[src/hw/flash_poll_cfg.svh]
// offsets, field positions, reset values and timing counts
// assumes a 250 MHz i_clk and the slowest flash speed grade
`ifndef FLASH_POLL_CFG_SVH
`define FLASH_POLL_CFG_SVH

`define CLK_NS       4
`define CYC_UP(ns)   (((ns) + `CLK_NS - 1) / `CLK_NS)
// pin timings in ns, slowest grade so every grade is served
`define T_WP_NS      55
`define T_WPH_NS     20
`define T_ACC_NS     150
`define T_DF_NS      35
`define T_RP_NS      500
`define T_READY_NS   20000
`define WP_CYC       `CYC_UP(`T_WP_NS)
`define WPH_CYC      `CYC_UP(`T_WPH_NS)
`define ACC_CYC      `CYC_UP(`T_ACC_NS)
`define DF_CYC       `CYC_UP(`T_DF_NS)
`define RP_CYC       `CYC_UP(`T_RP_NS)
`define READY_CYC    `CYC_UP(`T_READY_NS)
`define SYNC_CYC     2

// register offsets
`define REG_CTRL     8'h00
`define REG_ADDR     8'h04
`define REG_WDATA    8'h08
`define REG_STATUS   8'h0c
`define REG_RDATA    8'h10
`define REG_CFG      8'h14

// status word bits
`define ST_BUSY      0
`define ST_DONE      1
`define ST_FAIL      2
`define ST_NACC      3
`define ST_READY     4
`define ST_WINPRE    5

// data bus flag positions
`define DQ_POLL      7
`define DQ_TOG       6
`define DQ_FAIL      5
`define DQ_WIN       3

`define CFG_RST      1'b0
`define AXI_OKAY     2'b00
`define AXI_SLVERR   2'b10

`endif

[src/hw/flash_poll_pkg.sv]
// types shared by the status-polling host and its cycle engine
// assumes nothing beyond a SystemVerilog tool
package flash_poll_pkg;
  typedef enum logic [2:0] {
    OP_WRITE  = 3'b000,
    OP_READ   = 3'b001,
    OP_CPOLL  = 3'b010,
    OP_TPOLL  = 3'b011,
    OP_WINDOW = 3'b100,
    OP_RESET  = 3'b101
  } op_t;

  typedef enum logic [2:0] {
    S_IDLE    = 3'b000,
    S_ISSUE   = 3'b001,
    S_WAIT    = 3'b010,
    S_RST     = 3'b011,
    S_RECOVER = 3'b100
  } host_state_t;

  typedef enum logic [1:0] {
    E_IDLE = 2'b00,
    E_RD   = 2'b01,
    E_WR   = 2'b10,
    E_REC  = 2'b11
  } eng_state_t;
endpackage

[src/hw/cyc_if.sv]
// one flash bus cycle request and its answer
// assumes requester and engine share i_clk
interface cyc_if #(
  parameter int AW = 18,
  parameter int DW = 16
);
  logic          req;
  logic          wr;
  logic [AW-1:0] addr;
  logic [DW-1:0] wdata;
  logic          done;
  logic [DW-1:0] rdata;

  modport host   (output req, wr, addr, wdata, input done, rdata);
  modport engine (input req, wr, addr, wdata, output done, rdata);
endinterface

[src/hw/flash_cycle.sv]
// engine that runs one read or write cycle on the flash pins
// assumes one request at a time, sent only while it is idle
`include "flash_poll_cfg.svh"
module flash_cycle #(
  parameter int AW = 18,
  parameter int DW = 16
) (
  input  logic          i_clk,   // system clock
  input  logic          i_srst,  // sync reset, active high
  cyc_if.engine         cyc,     // request from sequencer
  output logic          o_ce_n,  // chip select, active low
  output logic          o_oe_n,  // output enable, active low
  output logic          o_we_n,  // write strobe, active low
  output logic [AW-1:0] o_addr,  // flash address
  output logic [DW-1:0] o_dq,    // data driven to flash
  output logic          o_dq_oe, // high while host drives data
  input  logic [DW-1:0] i_dq     // data pins as seen
);
  localparam logic [7:0] WP_LEN  = 8'(`WP_CYC - 1);
  localparam logic [7:0] WPH_LEN = 8'(`WPH_CYC - 1);
  localparam logic [7:0] ACC_LEN = 8'(`ACC_CYC + `SYNC_CYC - 1);
  localparam logic [7:0] DF_LEN  = 8'(`DF_CYC - 1);
  localparam int         WP_I    = `WP_CYC;

  flash_poll_pkg::eng_state_t st;
  logic [7:0]    cnt;
  logic [DW-1:0] dq_s1;
  logic [DW-1:0] dq_s2;
  logic [7:0]    we_low;

  always_ff @(posedge i_clk) begin
    if (i_srst) begin
      dq_s1 <= '0;
      dq_s2 <= '0;
    end else begin
      dq_s1 <= i_dq;
      dq_s2 <= dq_s1;
    end
  end

  always_ff @(posedge i_clk) begin
    if (i_srst) begin
      st        <= flash_poll_pkg::E_IDLE;
      cnt       <= 8'h00;
      o_ce_n    <= 1'b1;
      o_oe_n    <= 1'b1;
      o_we_n    <= 1'b1;
      o_dq_oe   <= 1'b0;
      o_dq      <= '0;
      o_addr    <= '0;
      cyc.done  <= 1'b0;
      cyc.rdata <= '0;
    end else begin
      cyc.done <= 1'b0;
      unique case (st)
        flash_poll_pkg::E_IDLE: if (cyc.req) begin
          o_addr <= cyc.addr;
          o_ce_n <= 1'b0;
          if (cyc.wr) begin
            o_we_n  <= 1'b0;
            o_dq_oe <= 1'b1;
            o_dq    <= cyc.wdata;
            cnt     <= WP_LEN;
            st      <= flash_poll_pkg::E_WR;
          end else begin
            o_oe_n <= 1'b0;
            cnt    <= ACC_LEN;
            st     <= flash_poll_pkg::E_RD;
          end
        end
        flash_poll_pkg::E_WR: if (cnt == 8'h00) begin
          o_we_n  <= 1'b1;
          o_ce_n  <= 1'b1;
          o_dq_oe <= 1'b0;
          cnt     <= WPH_LEN;
          st      <= flash_poll_pkg::E_REC;
        end else begin
          cnt <= cnt - 8'h01;
        end
        flash_poll_pkg::E_RD: if (cnt == 8'h00) begin
          cyc.rdata <= dq_s2;
          o_oe_n    <= 1'b1;
          o_ce_n    <= 1'b1;
          cnt       <= DF_LEN;
          st        <= flash_poll_pkg::E_REC;
        end else begin
          cnt <= cnt - 8'h01;
        end
        flash_poll_pkg::E_REC: if (cnt == 8'h00) begin
          cyc.done <= 1'b1;
          st       <= flash_poll_pkg::E_IDLE;
        end else begin
          cnt <= cnt - 8'h01;
        end
      endcase
    end
  end

  // counts write-strobe low time for the width check
  always_ff @(posedge i_clk) begin
    if (i_srst || o_we_n) we_low <= 8'h00;
    else we_low <= we_low + 8'h01;
  end
endmodule

[src/hw/flash_status_host.sv]
// host controller that runs cycles on a parallel flash and polls
// its write status; software drives it over axi4-lite
// assumes the flash pins are wired direct, dq resolved on the board
`include "flash_poll_cfg.svh"
module flash_status_host #(
  parameter int AW        = 18,
  parameter int DW        = 16,
  parameter int READY_CYC = `READY_CYC
) (
  input  logic          i_clk,     // system clock, 250 MHz
  input  logic          i_srst,    // sync reset, active high
  input  logic [7:0]    i_awaddr,  // axi write address
  input  logic          i_awvalid, // axi write address valid
  output logic          o_awready, // axi write address ready
  input  logic [31:0]   i_wdata,   // axi write data
  input  logic [3:0]    i_wstrb,   // axi byte strobes
  input  logic          i_wvalid,  // axi write data valid
  output logic          o_wready,  // axi write data ready
  output logic [1:0]    o_bresp,   // axi write response
  output logic          o_bvalid,  // axi write response valid
  input  logic          i_bready,  // axi write response ready
  input  logic [7:0]    i_araddr,  // axi read address
  input  logic          i_arvalid, // axi read address valid
  output logic          o_arready, // axi read address ready
  output logic [31:0]   o_rdata,   // axi read data
  output logic [1:0]    o_rresp,   // axi read response
  output logic          o_rvalid,  // axi read data valid
  input  logic          i_rready,  // axi read data ready
  output logic          o_ce_n,    // flash chip select, low
  output logic          o_oe_n,    // flash output enable, low
  output logic          o_we_n,    // flash write strobe, low
  output logic          o_rst_n,   // flash reset pin, low
  output logic [AW-1:0] o_addr,    // flash address
  output logic [DW-1:0] o_dq,      // data toward flash
  output logic          o_dq_oe,   // high while host drives dq
  input  logic [DW-1:0] i_dq,      // flash data pins
  input  logic          i_ready_busy // ready_busy_output pin
);
  localparam logic [15:0] RP_LEN    = 16'(`RP_CYC - 1);
  localparam logic [15:0] READY_LEN = 16'(READY_CYC - 1);

  cyc_if #(.AW(AW), .DW(DW)) cyc ();

  flash_cycle #(.AW(AW), .DW(DW)) u_cycle (
    .i_clk   (i_clk),
    .i_srst  (i_srst),
    .cyc     (cyc),
    .o_ce_n  (o_ce_n),
    .o_oe_n  (o_oe_n),
    .o_we_n  (o_we_n),
    .o_addr  (o_addr),
    .o_dq    (o_dq),
    .o_dq_oe (o_dq_oe),
    .i_dq    (i_dq)
  );

  flash_poll_pkg::host_state_t state;
  flash_poll_pkg::op_t         op;
  logic [1:0]    ready_sync;
  logic [AW-1:0] addr_r;
  logic [DW-1:0] wdata_r;
  logic          cfg_auto_rst;
  logic [1:0]    step;
  logic          seen_fail;
  logic [DW-1:0] prev;
  logic [DW-1:0] rd_last;
  logic          fail;
  logic          not_acc;
  logic          win_pre;
  logic          done;
  logic [15:0]   cnt;
  logic          aw_hold;
  logic          w_hold;
  logic [7:0]    aw_off;
  logic [31:0]   w_data_q;
  logic [3:0]    w_strb_q;
  logic          wr_fire;
  logic          start_req;
  logic          wr_ok;
  logic [31:0]   status_w;
  logic [31:0]   next_rdata;
  logic [1:0]    next_rresp;
  logic          fail_path;
  logic          busy;

  function automatic logic [31:0] merge(input logic [31:0] old,
                                        input logic [31:0] nw,
                                        input logic [3:0]  strb);
    logic [31:0] r;
    r = old;
    for (int b = 0; b < 4; b++) begin
      if (strb[b]) r[8*b +: 8] = nw[8*b +: 8];
    end
    return r;
  endfunction

  always_ff @(posedge i_clk) begin
    if (i_srst) ready_sync <= 2'b00;
    else ready_sync <= {ready_sync[0], i_ready_busy};
  end

  assign busy      = (state != flash_poll_pkg::S_IDLE);
  assign wr_fire   = aw_hold && w_hold && !o_bvalid;
  // codes above reset are illegal and refused
  assign start_req = wr_fire && aw_off == `REG_CTRL && w_strb_q[0] &&
                     !busy && w_data_q[2:0] <= 3'b101;
  assign wr_ok     = start_req || aw_off == `REG_ADDR ||
                     aw_off == `REG_WDATA || aw_off == `REG_CFG;
  assign cyc.addr  = addr_r;
  assign cyc.wdata = wdata_r;
  assign fail_path = cfg_auto_rst;

  always_ff @(posedge i_clk) begin
    if (i_srst) begin
      o_awready <= 1'b0;
      aw_hold   <= 1'b0;
      aw_off    <= 8'h00;
    end else if (o_awready && i_awvalid) begin
      o_awready <= 1'b0;
      aw_hold   <= 1'b1;
      aw_off    <= i_awaddr;
    end else if (wr_fire) begin
      aw_hold <= 1'b0;
    end else if (!aw_hold && !o_bvalid) begin
      o_awready <= 1'b1;
    end
  end

  always_ff @(posedge i_clk) begin
    if (i_srst) begin
      o_wready <= 1'b0;
      w_hold   <= 1'b0;
      w_data_q <= 32'h0000_0000;
      w_strb_q <= 4'h0;
    end else if (o_wready && i_wvalid) begin
      o_wready <= 1'b0;
      w_hold   <= 1'b1;
      w_data_q <= i_wdata;
      w_strb_q <= i_wstrb;
    end else if (wr_fire) begin
      w_hold <= 1'b0;
    end else if (!w_hold && !o_bvalid) begin
      o_wready <= 1'b1;
    end
  end

  // a busy controller refuses a new start with slverr
  always_ff @(posedge i_clk) begin
    if (i_srst) begin
      o_bvalid <= 1'b0;
      o_bresp  <= `AXI_OKAY;
    end else if (wr_fire) begin
      o_bvalid <= 1'b1;
      o_bresp  <= wr_ok ? `AXI_OKAY : `AXI_SLVERR;
    end else if (o_bvalid && i_bready) begin
      o_bvalid <= 1'b0;
    end
  end

  always_ff @(posedge i_clk) begin
    if (i_srst) begin
      addr_r       <= '0;
      wdata_r      <= '0;
      cfg_auto_rst <= `CFG_RST;
    end else if (wr_fire) begin
      if (aw_off == `REG_ADDR)
        addr_r <= AW'(merge(32'(addr_r), w_data_q, w_strb_q));
      if (aw_off == `REG_WDATA)
        wdata_r <= DW'(merge(32'(wdata_r), w_data_q, w_strb_q));
      if (aw_off == `REG_CFG && w_strb_q[0])
        cfg_auto_rst <= w_data_q[0];
    end
  end

  always_comb begin
    status_w               = 32'h0000_0000;
    status_w[`ST_BUSY]     = busy;
    status_w[`ST_DONE]     = done;
    status_w[`ST_FAIL]     = fail;
    status_w[`ST_NACC]     = not_acc;
    status_w[`ST_READY]    = ready_sync[1];
    status_w[`ST_WINPRE]   = win_pre;
    next_rresp             = `AXI_OKAY;
    case (i_araddr)
      `REG_CTRL:   next_rdata = {29'h0, op};
      `REG_ADDR:   next_rdata = 32'(addr_r);
      `REG_WDATA:  next_rdata = 32'(wdata_r);
      `REG_STATUS: next_rdata = status_w;
      `REG_RDATA:  next_rdata = 32'(rd_last);
      `REG_CFG:    next_rdata = {31'h0, cfg_auto_rst};
      default: begin
        next_rdata = 32'h0000_0000;
        next_rresp = `AXI_SLVERR;
      end
    endcase
  end

  always_ff @(posedge i_clk) begin
    if (i_srst) begin
      o_arready <= 1'b0;
      o_rvalid  <= 1'b0;
      o_rdata   <= 32'h0000_0000;
      o_rresp   <= `AXI_OKAY;
    end else if (o_arready && i_arvalid) begin
      o_arready <= 1'b0;
      o_rvalid  <= 1'b1;
      o_rdata   <= next_rdata;
      o_rresp   <= next_rresp;
    end else if (o_rvalid && i_rready) begin
      o_rvalid  <= 1'b0;
      o_arready <= 1'b1;
    end else if (!o_rvalid) begin
      o_arready <= 1'b1;
    end
  end

  // sequencer: one op runs its reads and writes to completion
  always_ff @(posedge i_clk) begin
    if (i_srst) begin
      state     <= flash_poll_pkg::S_IDLE;
      op        <= flash_poll_pkg::OP_WRITE;
      step      <= 2'b00;
      seen_fail <= 1'b0;
      prev      <= '0;
      rd_last   <= '0;
      fail      <= 1'b0;
      not_acc   <= 1'b0;
      win_pre   <= 1'b0;
      done      <= 1'b0;
      cnt       <= 16'h0000;
      o_rst_n   <= 1'b1;
      cyc.req   <= 1'b0;
      cyc.wr    <= 1'b0;
    end else begin
      cyc.req <= 1'b0;
      unique case (state)
        flash_poll_pkg::S_IDLE: if (start_req) begin
          op        <= flash_poll_pkg::op_t'(w_data_q[2:0]);
          step      <= 2'b00;
          seen_fail <= 1'b0;
          fail      <= 1'b0;
          not_acc   <= 1'b0;
          win_pre   <= 1'b0;
          done      <= 1'b0;
          cnt       <= RP_LEN;
          state     <= (w_data_q[2:0] == 3'b101) ?
                       flash_poll_pkg::S_RST : flash_poll_pkg::S_ISSUE;
        end
        flash_poll_pkg::S_ISSUE: begin
          cyc.req <= 1'b1;
          cyc.wr  <= op == flash_poll_pkg::OP_WRITE ||
                     (op == flash_poll_pkg::OP_WINDOW && step == 2'b01);
          state   <= flash_poll_pkg::S_WAIT;
        end
        flash_poll_pkg::S_WAIT: if (cyc.done) begin
          rd_last <= cyc.wr ? rd_last : cyc.rdata;
          state   <= flash_poll_pkg::S_ISSUE;
          case (op)
            flash_poll_pkg::OP_CPOLL: begin
              if (cyc.rdata[`DQ_POLL] == wdata_r[`DQ_POLL]) begin
                state <= flash_poll_pkg::S_IDLE;
                done  <= 1'b1;
              end else if (step == 2'b01) begin
                fail  <= 1'b1;
                cnt   <= RP_LEN;
                done  <= !fail_path;
                state <= fail_path ? flash_poll_pkg::S_RST :
                                     flash_poll_pkg::S_IDLE;
              end else if (cyc.rdata[`DQ_FAIL]) begin
                step <= 2'b01;
              end
            end
            flash_poll_pkg::OP_TPOLL: begin
              prev <= cyc.rdata;
              if (step == 2'b00) begin
                step <= 2'b01;
              end else if (cyc.rdata[`DQ_TOG] == prev[`DQ_TOG]) begin
                state <= flash_poll_pkg::S_IDLE;
                done  <= 1'b1;
              end else if (seen_fail) begin
                fail  <= 1'b1;
                cnt   <= RP_LEN;
                done  <= !fail_path;
                state <= fail_path ? flash_poll_pkg::S_RST :
                                     flash_poll_pkg::S_IDLE;
              end else if (cyc.rdata[`DQ_FAIL]) begin
                seen_fail <= 1'b1;
                step      <= 2'b00;
              end
            end
            flash_poll_pkg::OP_WINDOW: begin
              step <= step + 2'b01;
              if (step == 2'b00) win_pre <= cyc.rdata[`DQ_WIN];
              if (step == 2'b10) begin
                not_acc <= cyc.rdata[`DQ_WIN];
                done    <= 1'b1;
                state   <= flash_poll_pkg::S_IDLE;
              end
            end
            default: begin
              done  <= 1'b1;
              state <= flash_poll_pkg::S_IDLE;
            end
          endcase
        end
        flash_poll_pkg::S_RST: begin
          o_rst_n <= 1'b0;
          if (cnt == 16'h0000) begin
            cnt   <= READY_LEN;
            state <= flash_poll_pkg::S_RECOVER;
          end else begin
            cnt <= cnt - 16'h0001;
          end
        end
        flash_poll_pkg::S_RECOVER: begin
          o_rst_n <= 1'b1;
          if (cnt == 16'h0000) begin
            done  <= 1'b1;
            state <= flash_poll_pkg::S_IDLE;
          end else begin
            cnt <= cnt - 16'h0001;
          end
        end
        default: state <= flash_poll_pkg::S_IDLE;
      endcase
    end
  end
endmodule

[config.mk]
export PLATFORM = sky130hd
export DESIGN_NAME = flash_status_host
export DESIGN_NICKNAME = d
export VERILOG_FILES = /design/src/hw/flash_poll_pkg.sv /design/src/hw/cyc_if.sv /design/src/hw/flash_cycle.sv /design/src/hw/flash_status_host.sv
export VERILOG_INCLUDE_DIRS = /design/src /design/src/hw
export SDC_FILE = /design/constraint.sdc
export NUM_CORES = 1
export LEC_CHECK = 0
export BUFFER_PORTS_ARGS = -buffer_cell sky130_fd_sc_hd__buf_4
export CORE_MARGIN = 2
export CORE_UTILIZATION = 60
export CTS_CLUSTER_DIAMETER = 150
export CTS_CLUSTER_SIZE = 12
export DETAILED_ROUTE_END_ITERATION = 8
export GPL_TIMING_DRIVEN = 0
export PLACE_DENSITY = 0.85
export SYNTH_ARGS = -nofsm -noshare
export SYNTH_HDL_FRONTEND = slang
export SYNTH_SLANG_ARGS = --single-unit
[constraint.sdc]
create_clock -name i_clk -period 3.8 [get_ports i_clk]
set_input_delay 0.19 -clock i_clk [delete_from_list [all_inputs] [get_ports i_clk]]
set_output_delay 0.19 -clock i_clk [all_outputs]
set_load 0.01 [all_outputs]
Word-level counts from Yosys, hierarchy flattened
Cells that the tools add are included.

Register bits after elaboration: 261. Input port bits: 76. Output and inout port bits: 80. Word-level logic and storage cells: 297.

Add/subtract/negate cells: 3. $lt $le $gt $ge: 1. Eq/ne operators: 58. Mux-type cells: 109. Bitwise operators: 3. Reduce and logical (&&, ||, !) cells: 77.

Operator list (count): 2-to-1 mux 16 bit (9); case mux 18 bit (6 select lines) (1); case mux 16 bit (4 select lines) (1); 2-to-1 mux 1 bit (48); 2-to-1 mux 2 bit (22); 2-to-1 mux 8 bit (4); case mux 16 bit (2 select lines) (1); case mux 8 bit (4 select lines) (1); AND reduction 3 bit (10); inequality test 2 bit (second input constant) (13); equality test 8 x 4 -> 1 bit (second input constant) (3); equality test 8 x 5 -> 1 bit (second input constant) (3); zero test 8 bit (3); inequality test 3 bit (second input constant) (7); case mux 1 bit (2 select lines) (10); AND reduction 10 bit (2); nonzero test 2 bit (9); equality test 8 x 3 -> 1 bit (second input constant) (2); zero test 16 bit (1); inequality test 4 bit (second input constant) (4); subtractor 16 x 1 -> 16 bit (second input constant) (1); logical AND 1 bit (15); case mux 3 bit (5 select lines) (1); inequality test 2 x 1 -> 1 bit (second input constant) (7); other kinds (34) (73).

Longest topological paths before layout
Depth in word-level cells: 10. Mapped depth: 10. Mapped depth without buffers: 8.

By module
From an unflattened synthesis, not the netlist that was laid out.

Cells, all modules: 1183. Area, all modules: 9880.7 um^2.

Modules (own cells, without submodules): flash_status_host (instances 1, cells each 777, area each 6323.6 um^2, seq. area each 2842.7 um^2); flash_cycle (instances 1, cells each 406, area each 3557.2 um^2, seq. area each 1941.9 um^2).

Least setup slack after synthesis
OpenSTA, ideal clock, no wires.

Path kind: flip-flop to flip-flop. From: reg step[0]. To: reg cnt[4]. Library setup time: 0.115 ns. Arrival: 2.097 ns. Data required time: 3.685 ns. Path slack: 1.588 ns. Stages on the path, launching flop included: 10. Cell sequence: dfxtp_1 > inv_1 > ha_1 > nor2b_1 > a22oi_1 > a211o_1 > a2111o_1 > buf_6 > o21a_1 > o21a_1.

Cells in the longest elaborated chain, start to end: 3. Elaborated cells on any way between the ends: 5.

RTL lines: start: declaration (line flash_status_host.sv:63) `logic [1:0] step;`; start signal: assignment (line flash_status_host.sv:292) `step <= step + 2'b01;`; equality test 2 x 1 -> 1 bit or zero test 2 bit (tied branches) (line flash_status_host.sv:263, flash_status_host.sv:275); inequality test 3 bit (no source line); AND reduction 10 bit (no source line) (*); end signal: assignment (line flash_status_host.sv:312) `cnt <= cnt - 16'h0001;`; end signal: assignment (line flash_status_host.sv:321) `cnt <= cnt - 16'h0001;`; end: declaration (line flash_status_host.sv:71) `logic [15:0] cnt;`.

Every way passes the cells marked *; elsewhere a longest branch is shown, timed or not. A chain may end at the register's enable or synchronous reset.

Final worst setup path
Same ends and word-level chain as after synthesis.

==> results.md <==
* Max Cap Violations at 0
* Clk_lat worst skew at 0.53 ns
* Layout Nets at 1459
* Placed Area at 11000 um2
* Cell count after placement at 1515
* Fin crit share at 0.670
* Gpl congestion at 0.954
* Number of enable flip-flop cells after synthesis at 0
* Die H at 132 um
* Max-slew violation count at 0
* H-tree Lvls at 1
* Port bufs at 120
* CTS max path bufs at 3
* Yosys reg bits at 239
* WS Path Type: reg2reg
* Final WL at 28800 um
* Root buffer cell: clkbuf_16
* PwrDens at 459 nW/um2
* 1st-iter DRT viols at 1040
* Inserted Clock Buffers at 23
* Post-synthesis sequential area ratio at 0.487
* Post-route ant nets at 0
* Worst Clk Skew at 0.0233 ns
* Initial Util at 0.616
* Count of final setup violators at 0
* Vias per inst at 5.86
* Slew @ Worst Pin at 1.00 ns
* TritonCTS clock tree: done
* Final Cell Area at 12100 um2
* Most used DFF post-synth: dfxtp_1
* Delay-heaviest family, CP: compound AO/OA/AOI/OAI gates
* Std-Cell Core Area at 15900 um2
* Setup tns final at 0 ns
* Slew margin rel. at 0.328
* Crit path DAT at 2.96 ns
* Filler instances at 1115
* Worst setup SP type: flip-flop
* Pleak at 4.69 nW
* Area added between synthesis and finish at 23.6%
* Worst EP required at 4.21 ns
* DP HPWL at 19200 um
* Clk sinks at 239
* Ratio of cells with drive above 1 in the final layout at 0.134
* Critical Path Slowest Stage Cell: a2111o_1
* IO Pins at 156
* Worst setup margin at 1.25 ns
* Max stage delay on crit path at 0.54 ns
* DRT Pass-1 Iters at 5
* Async SR Flop Fraction at 0
* Reg clk slew, reported paths at 0.06 ns
* Mean Syn Cell Area at 8.43 um2
* Count of cell types in the netlist at 70
* Fin crit period at 2.55 ns
* Max FO, Critical Path at 10
* Largest net degree at the start of global routing at 13
* Layout Utilization at 0.761
* Final hold violation count at 0
* Critical path, cell by cell: inv_1 > ha_1 > nor2b_1 > a22oi_1 > a211o_1 > a2111o_1 > buf_6 > o21a_1 > o21a_1
* Total track usage at 0.322
* Post-Synthesis Cells at 1164
* Initial antenna violation count at 0
* # rows at 46
* Cell Area, Synth at 9820 um2
* Vias in the first global route at 8545
* Dpl ws at 1.30 ns
* Diode count at 0
* Gr ovfl total at 0
* RSZ-0062 raised after global routing: no
* Fmax at 393 MHz
* Via count at 9308
* WP buf/inv at 2
* DIE AREA at 17400 um2
* Post-CTS setup buffer count at 0
* Cell repeated most along the worst path: o21a_1
* # DRC at 0
* Max VDD drop at 0.332 mV
* Die Wd at 132 um
* DR WL/cell at 18.1 um
* Status: completed
* First-pass GRT wire length at 45400 um
* Yosys warnings at 0
* Final non-filler cell total at 1589
* Worst Hold Class: in2reg
* Worst Setup End Kind: flip-flop
[layer usage]
layer	global-route usage	part of all wire
met5	0	0
met4	0.108	0.031
met2	0.515	0.45
met1	0.451	0.42
met3	0.0442	0.10
[tightest hold or removal path, stage by stage]
cell	delay, ns
buf_4	0.08
nand2b_1	0.14
o21a_1	0.11
[cell type report]
| type | instances | area (um2) | share of cell area |
|---|---|---|---|
| buffer | 79 | 379 | 0.0312 |
| clock buffer | 24 | 579 | 0.0477 |
| clock inverter | 1 | 20.0 | 0.00165 |
| inverter | 20 | 75.1 | 0.00619 |
| multi-input combinational | 841 | 4630 | 0.382 |
| sequential | 239 | 4780 | 0.394 |
| tap | 216 | 270 | 0.0223 |
| timing repair buffer | 169 | 1390 | 0.115 |
[power breakdown]
part           leakage (nW)  total (W)  switching, W  internal [W]
clock network         0.294    0.00201      0.000933       0.00108
registers              1.94    0.00266     0.0000717       0.00259
logic                  2.46   0.000899      0.000558      0.000342
[sequential cells by signal, indices dropped and copies added, names as in the netlist, 2 cells and up]
register / flops
addr_r: 18
aw_off: 8
cnt: 16
cyc.wdata: 16
o_rdata: 18
op: 3
rd_last: 16
ready_sync: 2
state: 3
step: 2
u_cycle.cnt: 8
u_cycle.cyc.rdata: 16
u_cycle.dq_s1: 16
u_cycle.dq_s2: 16
u_cycle.o_addr: 18
u_cycle.o_dq: 16
u_cycle.st: 2
w_data_q: 18
w_strb_q: 3
[per-stage QoR]
stage | total power (W) | hold WS, ns
after global routing | 0.00576 | 0.0384
final | 0.00557 | 0.0333
after global placement | 0.00352 | 0.400
after detailed placement | 0.00353 | 0.404
after floorplan | 0.00329 | 0.318
after CTS | 0.00553 | 0.0217
[cell usage in the layout, fill, tap and decap left out, types with 10 or more instances in the layout]
cell and n:
nor2_1 101, buf_4 136, ha_1 10, conb_1 16, nand2_1 223, nor2b_1 43
dlygate4sd3_1 49, o21ai_0 53, mux2i_1 56, clkbuf_16 23, clkbuf_1 49, dfxtp_1 239
a21oi_1 149, nor3_1 30, a22o_1 11, nand3_1 18, inv_1 20
[synth_stat cells, types with 3 or more instances]
cell        n  area [um2]
buf_2       6        30.0
a31oi_1     4        25.0
a21oi_1   149         746
o21a_1      4        30.0
buf_4      16         120
nand2b_1    8        50.1
nand2_1   223         837
xnor2_1     4        35.0
a32o_1      3        30.0
ha_1       10         125
inv_1      20        75.1
o21ai_1     4        20.0
dfxtp_1   239        4780
nor2b_1    43         269
o21ai_0    53         265
a22o_1     11        96.3
nor3b_1     7        52.6
nand4_1     4        25.0
or3_1       7        43.8
a221oi_1    3        26.3
nor4_1      8        50.1
clkbuf_1   48         180
and4_1      3        26.3
a311oi_1    7        61.3
buf_1       7        26.3
nand3_1    18        90.1
nor3_1     30         150
and2_1      4        25.0
and3_1      5        31.3
a22oi_1     5        37.5
nor2_1    101         379
a211oi_1    5        37.5
mux2i_1    56         561
a21o_1      4        30.0
[logic make-up (layout without fill, tap and decap cells)]
kind of cell    Yosys count  after routing  share of synthesized area
simple gates            477            477                      0.222
compound gates          275            275                      0.167
flops                   239            239                      0.487
buf+inv                  99            293                     0.0463
mux                      57             57                     0.0582
fa+ha+maj                10             10                     0.0127
xor+xnor                  6              6                    0.00535
other cells               1             16                   0.000382
[what timing repair did]
item,4_1_cts,5_1_grt
endpoints found under the hold margin,50,0
endpoints found under the setup margin,0,0
hold buffers,49,0
resized for setup,0,0
[final timing paths]
| kind | slack [ns] | cells past startpoint | end | from |
|---|---|---|---|---|
| worst max-delay path | 1.25 | 9 | cnt[4]$_SDFFE_PP0P_ | step[0]$_SDFFE_PP0P_ |
| worst min-delay path | 0.03 | 3 | o_arready$_SDFFE_PP0P_ | i_rready |
| worst max register to register | 1.25 | 9 | cnt[4]$_SDFFE_PP0P_ | step[0]$_SDFFE_PP0P_ |
| worst min register to register | 0.43 | 2 | u_cycle.cyc.rdata[12]$_SDFFE_PP0P_ | u_cycle.dq_s2[12]$_SDFF_PP0_ |
No activity file was read; power rests on OpenSTA's default activity.
